--- src/dmc_params.svh ---
// offsets, field positions, reset values and counts of the dma channel engine
`ifndef DMC_PARAMS_SVH
`define DMC_PARAMS_SVH
`define DMC_OFS_FUNC 8'h00
`define DMC_OFS_ACC 8'h04
`define DMC_OFS_STAT 8'h08
`define DMC_OFS_SYNC 8'h0c
`define DMC_FN_CODE_LSB 9
`define DMC_FN_MOD_LSB 5
`define DMC_STAT_PERR 5
`define DMC_STAT_EERR 6
`define DMC_FC_START 4'h1
`define DMC_FC_TBUSY 4'h2
`define DMC_FC_TDONE 4'h3
`define DMC_FC_LD_LMA 4'h8
`define DMC_FC_LD_CNT 4'h9
`define DMC_FC_RD_LMA 4'hc
`define DMC_FC_RD_CNT 4'hd
`define DMC_CH_LO 5'h08
`define DMC_SYNC_LAST 3'h5
`define DMC_NIBBLES 3'h6
`define DMC_RST_16 16'h0000
`endif

--- src/dmc_pkg.sv ---
// types of the dma channel engine
package dmc_pkg;
  typedef enum logic [2:0] {
    ST_IDLE, ST_ACTIVE, ST_REQ, ST_MEMRD, ST_SEND, ST_WAITACK, ST_ACKW
  } dmc_st_t;
endpackage : dmc_pkg
--- src/dmc_engine.sv ---
// dma engine moving parcels between two channel ports and local memory
// Function
// RULE1: start code 1 sets busy, clears done and activates the channel.
// RULE2: write ready with data at phase 0 or 3 raises a write request.
// RULE3: a port reference request is raised only while the port is free.
// RULE4: check bits are generated for every parcel written to memory.
// RULE5: port request forwarded only when other port and workstation are quiet.
// RULE6: i/o grant only without processor request or after a processor grant; the two alternate priority.
// RULE7: on grant the port request clears and the port acknowledge goes out.
// RULE8: each grant drives the address, then increments it and decrements count.
// RULE9: address and count are parity checked on every read out.
// RULE10: on a write grant data, check bits and write enable go to memory.
// RULE11: write parcels are acknowledged to the channel at phase 1 or 4.
// RULE12: zero count with ready or disconnect ends a write; late parcel held.
// RULE13: next read request waits for the channel acknowledge of the last.
// RULE14: read parcels are checked and corrected before going to the channel.
// RULE15: read parcels go out with ready at phase 0 or 3.
// RULE16: channel acknowledge at phase 1 or 4 enables the next read parcel.
// RULE17: read ends at zero count or disconnect, disconnect sent at phase 2 or 5.
// RULE18: function code and channel are decoded and broadcast as go function.
// RULE19: codes 10,11,14,15 on channels 10-37 reach address and count instead.
// RULE20: function goes out as nibbles: modifier, command, then accumulator.
// RULE21: go function strobe reaches the selected channel only.
// RULE22: busy or done of the selected channel lands in the carry bit.
// RULE23: a free running six phase counter paces all channel controls.
`timescale 1ns/1ps
`default_nettype none
`include "dmc_params.svh"
module dmc_engine (
  input wire logic ref_clk,
  input wire logic reset_n,
  input wire logic psel,
  input wire logic penable,
  input wire logic pwrite,
  input wire logic [7:0] paddr,
  input wire logic [31:0] pwdata,
  output logic [31:0] prdata,
  output logic pready,
  output logic pslverr,
  input wire logic cpu_memory_or_fetch_request,
  output logic cpu_ack,
  input wire logic ws_req,
  input wire logic [1:0] ch_rdy_in,
  input wire logic [1:0] ch_ack_in,
  input wire logic [1:0] ch_disc_in,
  input wire logic [15:0] ch_data_in0,
  input wire logic [15:0] ch_data_in1,
  output logic [1:0] ch_rdy_out,
  output logic [1:0] ch_ack_out,
  output logic [1:0] ch_disc_out,
  output logic [15:0] ch_data_out0,
  output logic [15:0] ch_data_out1,
  output logic [15:0] mem_addr,
  output logic [21:0] mem_wdata,
  output logic mem_we,
  output logic mem_re,
  input wire logic [21:0] mem_rdata,
  output logic go_fn,
  output logic [4:0] go_fn_chan,
  output logic [31:0] go_fn_strobe,
  output logic [3:0] fn_nibble,
  output logic fn_nibble_valid,
  output logic carry,
  output logic sync_pulse
);

  function automatic logic is_ph(input logic [2:0] ph, input logic [2:0] a);
    return (ph == a) || (ph == a + 3'h3);
  endfunction : is_ph

  function automatic logic [5:0] ecc_gen(input logic [15:0] d);
    logic [21:1] cw;
    logic [5:0] c;
    int k;
    cw = '0;
    c = '0;
    k = 0;
    for (int j = 1; j < 22; j++) begin
      if ((j & (j - 1)) != 0) begin
        cw[j] = d[k];
        k++;
      end
    end
    for (int j = 1; j < 22; j++) begin
      for (int i = 0; i < 5; i++) begin
        if (j[i]) c[i] = c[i] ^ cw[j];
      end
    end
    c[5] = ^{c[4:0], d};
    return c;
  endfunction : ecc_gen

  // returns {double error, corrected data}
  function automatic logic [16:0] ecc_fix(input logic [21:0] w);
    logic [15:0] d;
    logic [5:0] s;
    logic ov;
    int k;
    d = w[15:0];
    s = ecc_gen(d) ^ w[21:16];
    ov = ^w;
    k = 0;
    for (int j = 1; j < 22; j++) begin
      if ((j & (j - 1)) != 0) begin
        if (ov && (s[4:0] == j[4:0])) d[k] = ~d[k];
        k++;
      end
    end
    return {(!ov && (s[4:0] != 5'h00)), d};
  endfunction : ecc_fix

  // sync phase, plus the phase at which a synchronised pin value was driven
  logic [2:0] ph_ff, ph1_ff, ph2_ff;
  logic sync_pulse_ff;
  wire [2:0] ph_nx = (ph_ff == `DMC_SYNC_LAST) ? 3'h0 : ph_ff + 3'h1;
  always_ff @(posedge ref_clk) begin
    if (!reset_n) begin
      ph_ff <= 3'h0;
      ph1_ff <= 3'h0;
      ph2_ff <= 3'h0;
      sync_pulse_ff <= 1'b0;
    end else begin
      ph_ff <= ph_nx; // RULE23
      ph1_ff <= ph_ff;
      ph2_ff <= ph1_ff;
      sync_pulse_ff <= (ph_nx == 3'h0);
    end
  end
  assign sync_pulse = sync_pulse_ff;

  logic [1:0] rdy_s1_ff, rdy_s2_ff, ack_s1_ff, ack_s2_ff, disc_s1_ff, disc_s2_ff;
  logic [15:0] d0_s1_ff, d0_s2_ff, d1_s1_ff, d1_s2_ff;
  always_ff @(posedge ref_clk) begin
    if (!reset_n) begin
      rdy_s1_ff <= 2'h0;
      rdy_s2_ff <= 2'h0;
      ack_s1_ff <= 2'h0;
      ack_s2_ff <= 2'h0;
      disc_s1_ff <= 2'h0;
      disc_s2_ff <= 2'h0;
      d0_s1_ff <= `DMC_RST_16;
      d0_s2_ff <= `DMC_RST_16;
      d1_s1_ff <= `DMC_RST_16;
      d1_s2_ff <= `DMC_RST_16;
    end else begin
      rdy_s1_ff <= ch_rdy_in;
      rdy_s2_ff <= rdy_s1_ff;
      ack_s1_ff <= ch_ack_in;
      ack_s2_ff <= ack_s1_ff;
      disc_s1_ff <= ch_disc_in;
      disc_s2_ff <= disc_s1_ff;
      d0_s1_ff <= ch_data_in0;
      d0_s2_ff <= d0_s1_ff;
      d1_s1_ff <= ch_data_in1;
      d1_s2_ff <= d1_s1_ff;
    end
  end
  wire [15:0] din [2];
  assign din[0] = d0_s2_ff;
  assign din[1] = d1_s2_ff;
  wire [1:0] rdy_ev = rdy_s2_ff & {2{is_ph(ph2_ff, 3'h0)}}; // RULE2
  wire [1:0] ack_ev = ack_s2_ff & {2{is_ph(ph2_ff, 3'h1)}}; // RULE16
  wire [1:0] disc_ev = disc_s2_ff & {2{is_ph(ph2_ff, 3'h2)}};

  // register bus and function decode
  logic [31:0] prdata_ff;
  logic [15:0] acc_ff;
  logic carry_ff, par_err_ff, ecc_err_ff;
  logic [2:0] nib_cnt_ff;
  wire acc_phase = psel && penable;
  wire a_func = (paddr == `DMC_OFS_FUNC);
  wire a_acc = (paddr == `DMC_OFS_ACC);
  wire a_stat = (paddr == `DMC_OFS_STAT);
  wire a_sync = (paddr == `DMC_OFS_SYNC);
  wire mapped = a_func || a_acc || a_stat || a_sync;
  // a new function stalls the bus while the last one is still fanning out
  assign pready = !(psel && pwrite && a_func && (nib_cnt_ff != 3'h0));
  assign pslverr = acc_phase && !mapped;
  wire fw = acc_phase && pwrite && a_func && pready;
  wire [3:0] fcode = pwdata[`DMC_FN_CODE_LSB+3:`DMC_FN_CODE_LSB]; // RULE18
  wire [3:0] fmod = pwdata[`DMC_FN_MOD_LSB+3:`DMC_FN_MOD_LSB];
  wire [4:0] fch = pwdata[4:0];
  wire fport = fch[0];
  wire in_rng = (fch >= `DMC_CH_LO);
  wire internal = in_rng && ((fcode == `DMC_FC_LD_LMA) || (fcode == `DMC_FC_LD_CNT) ||
                  (fcode == `DMC_FC_RD_LMA) || (fcode == `DMC_FC_RD_CNT)); // RULE19
  wire bcast = fw && !internal;

  // per-port state
  dmc_pkg::dmc_st_t st_ff [2];
  logic busy_ff [2], done_ff [2], rd_ff [2], held_ff [2];
  logic lma_par_ff [2], cnt_par_ff [2];
  logic rdy_o_ff [2], ack_o_ff [2], disc_o_ff [2];
  logic [15:0] lma_ff [2], cnt_ff [2], dat_ff [2];
  logic [4:0] chan_ff [2];

  // port and memory arbitration
  logic io_req_ff, io_sel_ff, rr_ff, last_io_ff;
  wire pend0 = (st_ff[0] == dmc_pkg::ST_REQ);
  wire pend1 = (st_ff[1] == dmc_pkg::ST_REQ);
  wire cpu_req = cpu_memory_or_fetch_request;
  wire io_ack = io_req_ff && !(cpu_req && last_io_ff); // RULE6
  assign cpu_ack = cpu_req && !io_ack;
  wire [1:0] port_ack = {io_ack && io_sel_ff, io_ack && !io_sel_ff}; // RULE7
  always_ff @(posedge ref_clk) begin
    if (!reset_n) begin
      io_req_ff <= 1'b0;
      io_sel_ff <= 1'b0;
      rr_ff <= 1'b0;
      last_io_ff <= 1'b0;
    end else begin
      if (io_ack) begin
        io_req_ff <= 1'b0; // RULE7
        rr_ff <= !io_sel_ff;
      end else if (!io_req_ff && !ws_req && (pend0 || pend1)) begin
        io_req_ff <= 1'b1; // RULE5
        io_sel_ff <= (pend0 && pend1) ? rr_ff : pend1;
      end
      if (io_ack) last_io_ff <= 1'b1;
      else if (cpu_ack) last_io_ff <= 1'b0;
    end
  end

  // address unit and memory side
  wire [15:0] g_lma = lma_ff[io_sel_ff];
  wire [15:0] g_cnt = cnt_ff[io_sel_ff];
  wire par_bad = (^{g_lma, lma_par_ff[io_sel_ff]}) || (^{g_cnt, cnt_par_ff[io_sel_ff]}); // RULE9
  wire fn_par_bad = (^{lma_ff[fport], lma_par_ff[fport]}) ||
                    (^{cnt_ff[fport], cnt_par_ff[fport]});
  logic [15:0] mem_addr_ff;
  logic [21:0] mem_wdata_ff;
  logic mem_we_ff, mem_re_ff, rd_wait_ff, rd_port_ff;
  wire [16:0] fixed = ecc_fix(mem_rdata); // RULE14
  always_ff @(posedge ref_clk) begin
    if (!reset_n) begin
      mem_addr_ff <= `DMC_RST_16;
      mem_wdata_ff <= 22'h000000;
      mem_we_ff <= 1'b0;
      mem_re_ff <= 1'b0;
      rd_wait_ff <= 1'b0;
      rd_port_ff <= 1'b0;
    end else begin
      mem_we_ff <= io_ack && !rd_ff[io_sel_ff] && !par_bad; // RULE10
      mem_re_ff <= io_ack && rd_ff[io_sel_ff] && !par_bad;
      if (io_ack) begin
        mem_addr_ff <= g_lma; // RULE8
        mem_wdata_ff <= {ecc_gen(dat_ff[io_sel_ff]), dat_ff[io_sel_ff]}; // RULE4
        rd_port_ff <= io_sel_ff;
      end
      rd_wait_ff <= mem_re_ff;
    end
  end
  assign mem_addr = mem_addr_ff;
  assign mem_wdata = mem_wdata_ff;
  assign mem_we = mem_we_ff;
  assign mem_re = mem_re_ff;

  genvar p;
  generate
    for (p = 0; p < 2; p++) begin : g_port
      wire sel = (fport == p);
      wire start = fw && (fcode == `DMC_FC_START) && in_rng && sel && !busy_ff[p];
      wire ldl = fw && internal && sel && (fcode == `DMC_FC_LD_LMA);
      wire ldc = fw && internal && sel && (fcode == `DMC_FC_LD_CNT);
      wire cnt0 = (cnt_ff[p] == `DMC_RST_16);
      wire cap = rd_wait_ff && (rd_port_ff == p);
      always_ff @(posedge ref_clk) begin
        if (!reset_n) begin
          st_ff[p] <= dmc_pkg::ST_IDLE;
          busy_ff[p] <= 1'b0;
          done_ff[p] <= 1'b0;
          rd_ff[p] <= 1'b0;
          held_ff[p] <= 1'b0;
          lma_ff[p] <= `DMC_RST_16;
          cnt_ff[p] <= `DMC_RST_16;
          dat_ff[p] <= `DMC_RST_16;
          lma_par_ff[p] <= 1'b0;
          cnt_par_ff[p] <= 1'b0;
          chan_ff[p] <= 5'h00;
          rdy_o_ff[p] <= 1'b0;
          ack_o_ff[p] <= 1'b0;
          disc_o_ff[p] <= 1'b0;
        end else begin
          rdy_o_ff[p] <= 1'b0;
          ack_o_ff[p] <= 1'b0;
          disc_o_ff[p] <= 1'b0;
          if (ldl) begin
            lma_ff[p] <= acc_ff; // RULE19
            lma_par_ff[p] <= ^acc_ff;
          end
          if (ldc) begin
            cnt_ff[p] <= acc_ff; // RULE19
            cnt_par_ff[p] <= ^acc_ff;
          end
          if (start) begin
            busy_ff[p] <= 1'b1; // RULE1
            done_ff[p] <= 1'b0;
            rd_ff[p] <= fmod[0];
            chan_ff[p] <= fch;
            st_ff[p] <= dmc_pkg::ST_ACTIVE;
          end else begin
            case (st_ff[p])
              dmc_pkg::ST_IDLE: begin
              end
              dmc_pkg::ST_ACTIVE: begin
                if (rd_ff[p]) begin
                  if (!cnt0) begin
                    st_ff[p] <= dmc_pkg::ST_REQ; // RULE3
                  end else if (is_ph(ph_nx, 3'h2)) begin
                    disc_o_ff[p] <= 1'b1; // RULE17
                    busy_ff[p] <= 1'b0;
                    done_ff[p] <= 1'b1;
                    st_ff[p] <= dmc_pkg::ST_IDLE;
                  end
                end else if (held_ff[p]) begin
                  // a parcel parked at the end of the last transfer goes first
                  if (!cnt0) begin
                    held_ff[p] <= 1'b0;
                    st_ff[p] <= dmc_pkg::ST_REQ;
                  end else if (disc_ev[p]) begin
                    busy_ff[p] <= 1'b0;
                    done_ff[p] <= 1'b1;
                    st_ff[p] <= dmc_pkg::ST_IDLE;
                  end
                end else if (rdy_ev[p]) begin
                  dat_ff[p] <= din[p]; // RULE2
                  if (cnt0) begin
                    held_ff[p] <= 1'b1; // RULE12
                    busy_ff[p] <= 1'b0;
                    done_ff[p] <= 1'b1;
                    st_ff[p] <= dmc_pkg::ST_IDLE;
                  end else begin
                    st_ff[p] <= dmc_pkg::ST_REQ; // RULE3
                  end
                end else if (disc_ev[p] && cnt0) begin
                  busy_ff[p] <= 1'b0; // RULE12
                  done_ff[p] <= 1'b1;
                  st_ff[p] <= dmc_pkg::ST_IDLE;
                end
              end
              dmc_pkg::ST_REQ: begin
                if (port_ack[p]) begin
                  lma_ff[p] <= lma_ff[p] + 16'h0001; // RULE8
                  cnt_ff[p] <= cnt_ff[p] - 16'h0001;
                  lma_par_ff[p] <= ^(lma_ff[p] + 16'h0001);
                  cnt_par_ff[p] <= ^(cnt_ff[p] - 16'h0001);
                  if (par_bad) begin
                    busy_ff[p] <= 1'b0; // RULE9
                    done_ff[p] <= 1'b1;
                    st_ff[p] <= dmc_pkg::ST_IDLE;
                  end else begin
                    st_ff[p] <= rd_ff[p] ? dmc_pkg::ST_MEMRD : dmc_pkg::ST_ACKW;
                  end
                end
              end
              dmc_pkg::ST_MEMRD: begin
                if (cap) begin
                  dat_ff[p] <= fixed[15:0]; // RULE14
                  st_ff[p] <= dmc_pkg::ST_SEND;
                end
              end
              dmc_pkg::ST_SEND: begin
                if (is_ph(ph_nx, 3'h0)) begin
                  rdy_o_ff[p] <= 1'b1; // RULE15
                  st_ff[p] <= dmc_pkg::ST_WAITACK;
                end
              end
              dmc_pkg::ST_WAITACK: begin
                if (ack_ev[p]) st_ff[p] <= dmc_pkg::ST_ACTIVE; // RULE13
              end
              dmc_pkg::ST_ACKW: begin
                if (is_ph(ph_nx, 3'h1)) begin
                  ack_o_ff[p] <= 1'b1; // RULE11
                  st_ff[p] <= dmc_pkg::ST_ACTIVE;
                end
              end
              default: st_ff[p] <= dmc_pkg::ST_IDLE;
            endcase
            if (rd_ff[p] && busy_ff[p] && disc_ev[p]) begin
              busy_ff[p] <= 1'b0; // RULE17
              done_ff[p] <= 1'b1;
              st_ff[p] <= dmc_pkg::ST_IDLE;
            end
          end
        end
      end
    end
  endgenerate
  assign ch_rdy_out = {rdy_o_ff[1], rdy_o_ff[0]};
  assign ch_ack_out = {ack_o_ff[1], ack_o_ff[0]};
  assign ch_disc_out = {disc_o_ff[1], disc_o_ff[0]};
  assign ch_data_out0 = dat_ff[0];
  assign ch_data_out1 = dat_ff[1];

  // function fanout, accumulator, carry, error flags
  logic go_fn_ff, nib_v_ff;
  logic [4:0] go_ch_ff;
  logic [31:0] strobe_ff;
  logic [23:0] nib_sh_ff;
  logic [3:0] nib_ff;
  logic [31:0] func_ff;
  wire hit = busy_ff[fport] ? (chan_ff[fport] == fch) : (chan_ff[fport] == fch);
  wire st_wr = acc_phase && pwrite && a_stat;
  wire perr_set = (io_ack && par_bad) ||
                  (fw && internal && ((fcode == `DMC_FC_RD_LMA) || (fcode == `DMC_FC_RD_CNT)) &&
                   fn_par_bad);
  wire eerr_set = rd_wait_ff && fixed[16];
  always_ff @(posedge ref_clk) begin
    if (!reset_n) begin
      go_fn_ff <= 1'b0;
      go_ch_ff <= 5'h00;
      strobe_ff <= 32'h00000000;
      nib_cnt_ff <= 3'h0;
      nib_sh_ff <= 24'h000000;
      nib_ff <= 4'h0;
      nib_v_ff <= 1'b0;
      acc_ff <= `DMC_RST_16;
      carry_ff <= 1'b0;
      func_ff <= 32'h00000000;
      par_err_ff <= 1'b0;
      ecc_err_ff <= 1'b0;
      prdata_ff <= 32'h00000000;
    end else begin
      go_fn_ff <= bcast; // RULE18
      strobe_ff <= bcast ? (32'h00000001 << fch) : 32'h00000000; // RULE21
      if (bcast) go_ch_ff <= fch;
      if (bcast) begin
        nib_sh_ff <= {acc_ff, fcode, fmod}; // RULE20
        nib_cnt_ff <= `DMC_NIBBLES;
      end else if (nib_cnt_ff != 3'h0) begin
        nib_sh_ff <= {4'h0, nib_sh_ff[23:4]};
        nib_cnt_ff <= nib_cnt_ff - 3'h1;
      end
      nib_v_ff <= (nib_cnt_ff != 3'h0) && !bcast;
      if ((nib_cnt_ff != 3'h0) && !bcast) nib_ff <= nib_sh_ff[3:0];
      if (fw) func_ff <= pwdata;
      if (acc_phase && pwrite && a_acc) acc_ff <= pwdata[15:0];
      else if (fw && internal && (fcode == `DMC_FC_RD_LMA)) acc_ff <= lma_ff[fport];
      else if (fw && internal && (fcode == `DMC_FC_RD_CNT)) acc_ff <= cnt_ff[fport];
      if (fw && (fcode == `DMC_FC_TBUSY)) carry_ff <= in_rng && hit && busy_ff[fport]; // RULE22
      if (fw && (fcode == `DMC_FC_TDONE)) carry_ff <= in_rng && hit && done_ff[fport]; // RULE22
      // a fresh error outweighs a clear in the same cycle
      par_err_ff <= perr_set || (par_err_ff && !(st_wr && pwdata[`DMC_STAT_PERR]));
      ecc_err_ff <= eerr_set || (ecc_err_ff && !(st_wr && pwdata[`DMC_STAT_EERR]));
      if (psel && !penable) begin
        prdata_ff <= a_func ? func_ff :
                     a_acc ? {16'h0000, acc_ff} :
                     a_stat ? {23'h000000, held_ff[1], held_ff[0], ecc_err_ff, par_err_ff,
                               carry_ff, done_ff[1], done_ff[0], busy_ff[1], busy_ff[0]} :
                     a_sync ? {29'h00000000, ph_ff} : 32'h00000000;
      end
    end
  end
  assign prdata = prdata_ff;
  assign go_fn = go_fn_ff;
  assign go_fn_chan = go_ch_ff;
  assign go_fn_strobe = strobe_ff;
  assign fn_nibble = nib_ff;
  assign fn_nibble_valid = nib_v_ff;
  assign carry = carry_ff;
endmodule : dmc_engine
`default_nettype wire

--- config.mk ---
export PLATFORM = sky130hd
export DESIGN_NAME = dmc_engine
export DESIGN_NICKNAME = d
export VERILOG_FILES = /design/src/dmc_pkg.sv /design/src/dmc_engine.sv
export VERILOG_INCLUDE_DIRS = /design/src
export SDC_FILE = /design/constraint.sdc
export NUM_CORES = 1
export LEC_CHECK = 0
export BUFFER_PORTS_ARGS = -buffer_cell sky130_fd_sc_hd__buf_2
export CAP_MARGIN = 20
export CELL_PAD_IN_SITES_DETAIL_PLACEMENT = 1
export CELL_PAD_IN_SITES_GLOBAL_PLACEMENT = 2
export CORE_MARGIN = 4
export CORE_UTILIZATION = 39
export CTS_CLUSTER_SIZE = 12
export DETAILED_ROUTE_END_ITERATION = 8
export PLACE_DENSITY = 0.93
export SLEW_MARGIN = 20
export SYNTH_ARGS = -nofsm -noshare
export SYNTH_HDL_FRONTEND = slang
export SYNTH_SLANG_ARGS = --single-unit
--- constraint.sdc ---
create_clock -name ref_clk -period 7.2 [get_ports ref_clk]
set_input_delay 1.08 -clock ref_clk [delete_from_list [all_inputs] [get_ports ref_clk]]
set_output_delay 1.08 -clock ref_clk [all_outputs]
set_load 0.05 [all_outputs]
==> metrics.cfg <==
[synthesis]
yosys-top-cells-count=dfxtp_1, nand2_1, nor2_1, xnor2_1, clkbuf_1
synth_top_flop_cell=dfxtp_1
ys_seq_area_share_pct=45.06
synth_area_um2=21100
synth_edf_count=118
ys_seq_elements=416
syn_area_per_cell_um2=9.404
yosysMostFrequentCell=dfxtp_1
synth_warnings=0
synth.distinct_cells=77
synthArstFlopShare_pct=0
synth_area_leaders=dfxtp_1, edfxtp_1, xnor2_1, nand2_1, xor2_1
synthCells=2244
synth_top_area_share_pct=28.27
synth_top_cell_by_area=dfxtp_1
syn_nets=2358

[die]
initial_core_util_pct=39.76
design.core.area_um2=53080
placementRows=84
die_area_um2=57900
die_w_um=240.6
io_pins=265
die_h_um=240.6

[clocking]
cts_tree=yes
cts_setup_buffers=0
cts.sinks=416
cts_made_buffers=45
ctsHoldBuffers=0
ctsHtreeMaxLevel=2
insertion_delay_ps=570
cts_root_buf=clkbuf_16
post_cts_resize_count=0
clk_pin_slew_ps=60
cts_max_path_buffers=3

[timing]
fin_crit_ps=4428
fin_setup_tns_ps=0
finalCritPeriodShare_pct=61.49
setup_viol=0
rsz0062_at_grt=false
max_freq_mhz=225.9
slew_headroom_pct=26.51
drv_slew=0
fin_hold_ws_ps=428.6
tightest_slew_ps=1085
hold_violations=0
finalClockSkew_ps=18.99

[status]
status=finished, final reports clean

[power_and_ir_drop]
clkPwrFrac_pct=39.6
seqPwrFrac_pct=43.3
swShare_pct=28.37
switchingPower_mw=1.696
leakagePower_nw=9.146
p_int_mw=4.282
ir_drop_uv=173.2
power.density_nw_per_um2=247.3
p_comb_share_pct=17.2

[route]
drc_errors=0
drt_iter0_drc=1131
via_per_inst=5.626
via_count=17420
detail_route.wirelength_um=69710
ant_nets=0
drtPass1Iterations=5
wire_per_inst_um=22.51

[cells_and_area]
nets=2488
filler_cell_count=5999
drive_gt1_share_pct=17.57
area_growth_pct=14.53

[critical_path]
crit_path_max_fanout=17
start_kind=primary input
critical_path_class=primary input to register
arrival_ps=4540
cp_data_required_time_ps=7310
endpoint_kind=register
reg2reg_depth=9

[grt]
track_usage_pct=23.33
grt_pass1_vias=18060
antenna_found_initial=1
grt_pass1_wl_um=106000
gr-total-overflow=0
grt_max_degree=106

[placed_design]
dp_hpwl_um=49760
place.gp.congestion=0.9390
io_buffer_count=264

[min_path]
hp-class=register to register
min_path_cells=1

[job]
drv_cap=0

-- cells in the final DEF, fill, tap and decap left out, types with 20 or more instances in the layout --
cell,n
xor2_1,90
nand2_1,245
a22oi_1,29
a21oi_1,121
o21ai_1,20
buf_2,264
a211oi_1,41
mux2i_1,75
nor2b_1,25
dfxtp_1,297
xnor2_1,172
clkbuf_16,48
o21ai_0,113
and3_1,25
nor2_1,175
nand3_1,81
nor3_1,28
inv_1,24
edfxtp_1,118
and2_1,93
xnor3_1,20
-- critical path, stage by stage --
cell	delay, ps
buf_2	100
nor4_1	690
nand4_1	460
nor4b_4	580
nor2_1	240
inv_2	260
or4_1	520
nand3b_1	620
-- power by group through the flow --
stage               clock network [mW]  registers (mW)  logic, mW
floorplan                            0            2.67      0.704
global placement                     0            2.63      0.990
detailed placement                   0            2.63       1.02
CTS                               2.41            2.59       1.03
global route                      2.51            2.60       1.10
finish                            2.36            2.59       1.03
-- cell type report --
class | instances | area, µm² | area share [%]
sequential | 416 | 9510 | 39.35
multi-input combinational | 1604 | 10740 | 44.43
clock inverter | 10 | 137.6 | 0.5694
timing repair buffer | 280 | 1445 | 5.979
inverter | 27 | 106.4 | 0.4400
clock buffer | 71 | 1369 | 5.663
tap | 688 | 860.8 | 3.562
antenna | 1 | 2.502 | 0.01035
-- through the flow --
step	cells	cell area [µm²]	util, %	setup WS, ps	total power, mW
2_1_floorplan	2244	21100	-	3020	3.370
3_3_place_gp	3015	22640	42.66	2390	3.619
3_5_place_dp	3015	22650	42.67	2218	3.653
4_1_cts	3096	24150	45.51	2799	6.023
5_1_grt	3096	24170	45.53	2490	6.201
6_report	3097	24170	45.54	2773	5.977
-- registers in the layout (all words and copies together) (netlist names), 3 cells and up, named ones only --
register      cells
acc_ff           16
chan_ff          10
cnt_ff           32
d0_s1_ff         16
d0_s2_ff         16
d1_s1_ff         16
d1_s2_ff         16
dat_ff           32
fn_nibble         4
func_ff          32
go_fn_chan        5
go_fn_strobe     32
lma_ff           32
mem_addr         16
mem_wdata        22
nib_cnt_ff        3
nib_sh_ff        24
ph1_ff            3
ph2_ff            3
ph_ff             3
prdata           32
st_ff             6
-- routing by layer --
| metal | global-route usage [%] | up-vias | part of all wire (%) | wire length [µm] |
|---|---|---|---|---|
| met5 | 0 | - | 0 | 0 |
| met4 | 8.762 | 0 | 3.8 | 2649 |
| met3 | 4.674 | 152 | 6.8 | 4744 |
| met2 | 40.50 | 570 | 50 | 34920 |
| met1 | 28.83 | 8659 | 39 | 27390 |
| li1 | - | 8043 | - | - |
-- cell families (layout without fill, tap and decap cells) --
| group | after synthesis | count (layout) | share of synthesized area, % |
|---|---|---|---|
| xor+xnor | 287 | 287 | 13.55 |
| fa+ha+maj | 7 | 7 | 0.4150 |
| other cells | 1 | 2 | 0.01777 |
| flops | 416 | 416 | 45.06 |
| compound gates | 411 | 411 | 12.21 |
| simple gates | 794 | 794 | 18.53 |
| buf+inv | 224 | 388 | 4.198 |
| mux | 104 | 104 | 6.012 |
-- final timing paths --
kind	startpoint	end	slack, ps
hold / removal	d1_s1_ff[5]	d1_s2_ff[5]	430
hold reg to reg	d1_s1_ff[5]	d1_s2_ff[5]	430
setup / recovery	paddr[1]	dat_ff[1][5]	2770
setup reg to reg	nib_cnt_ff[0]	dat_ff[1][5]	3050
Note: power is estimated with default switching activity, not from simulation.
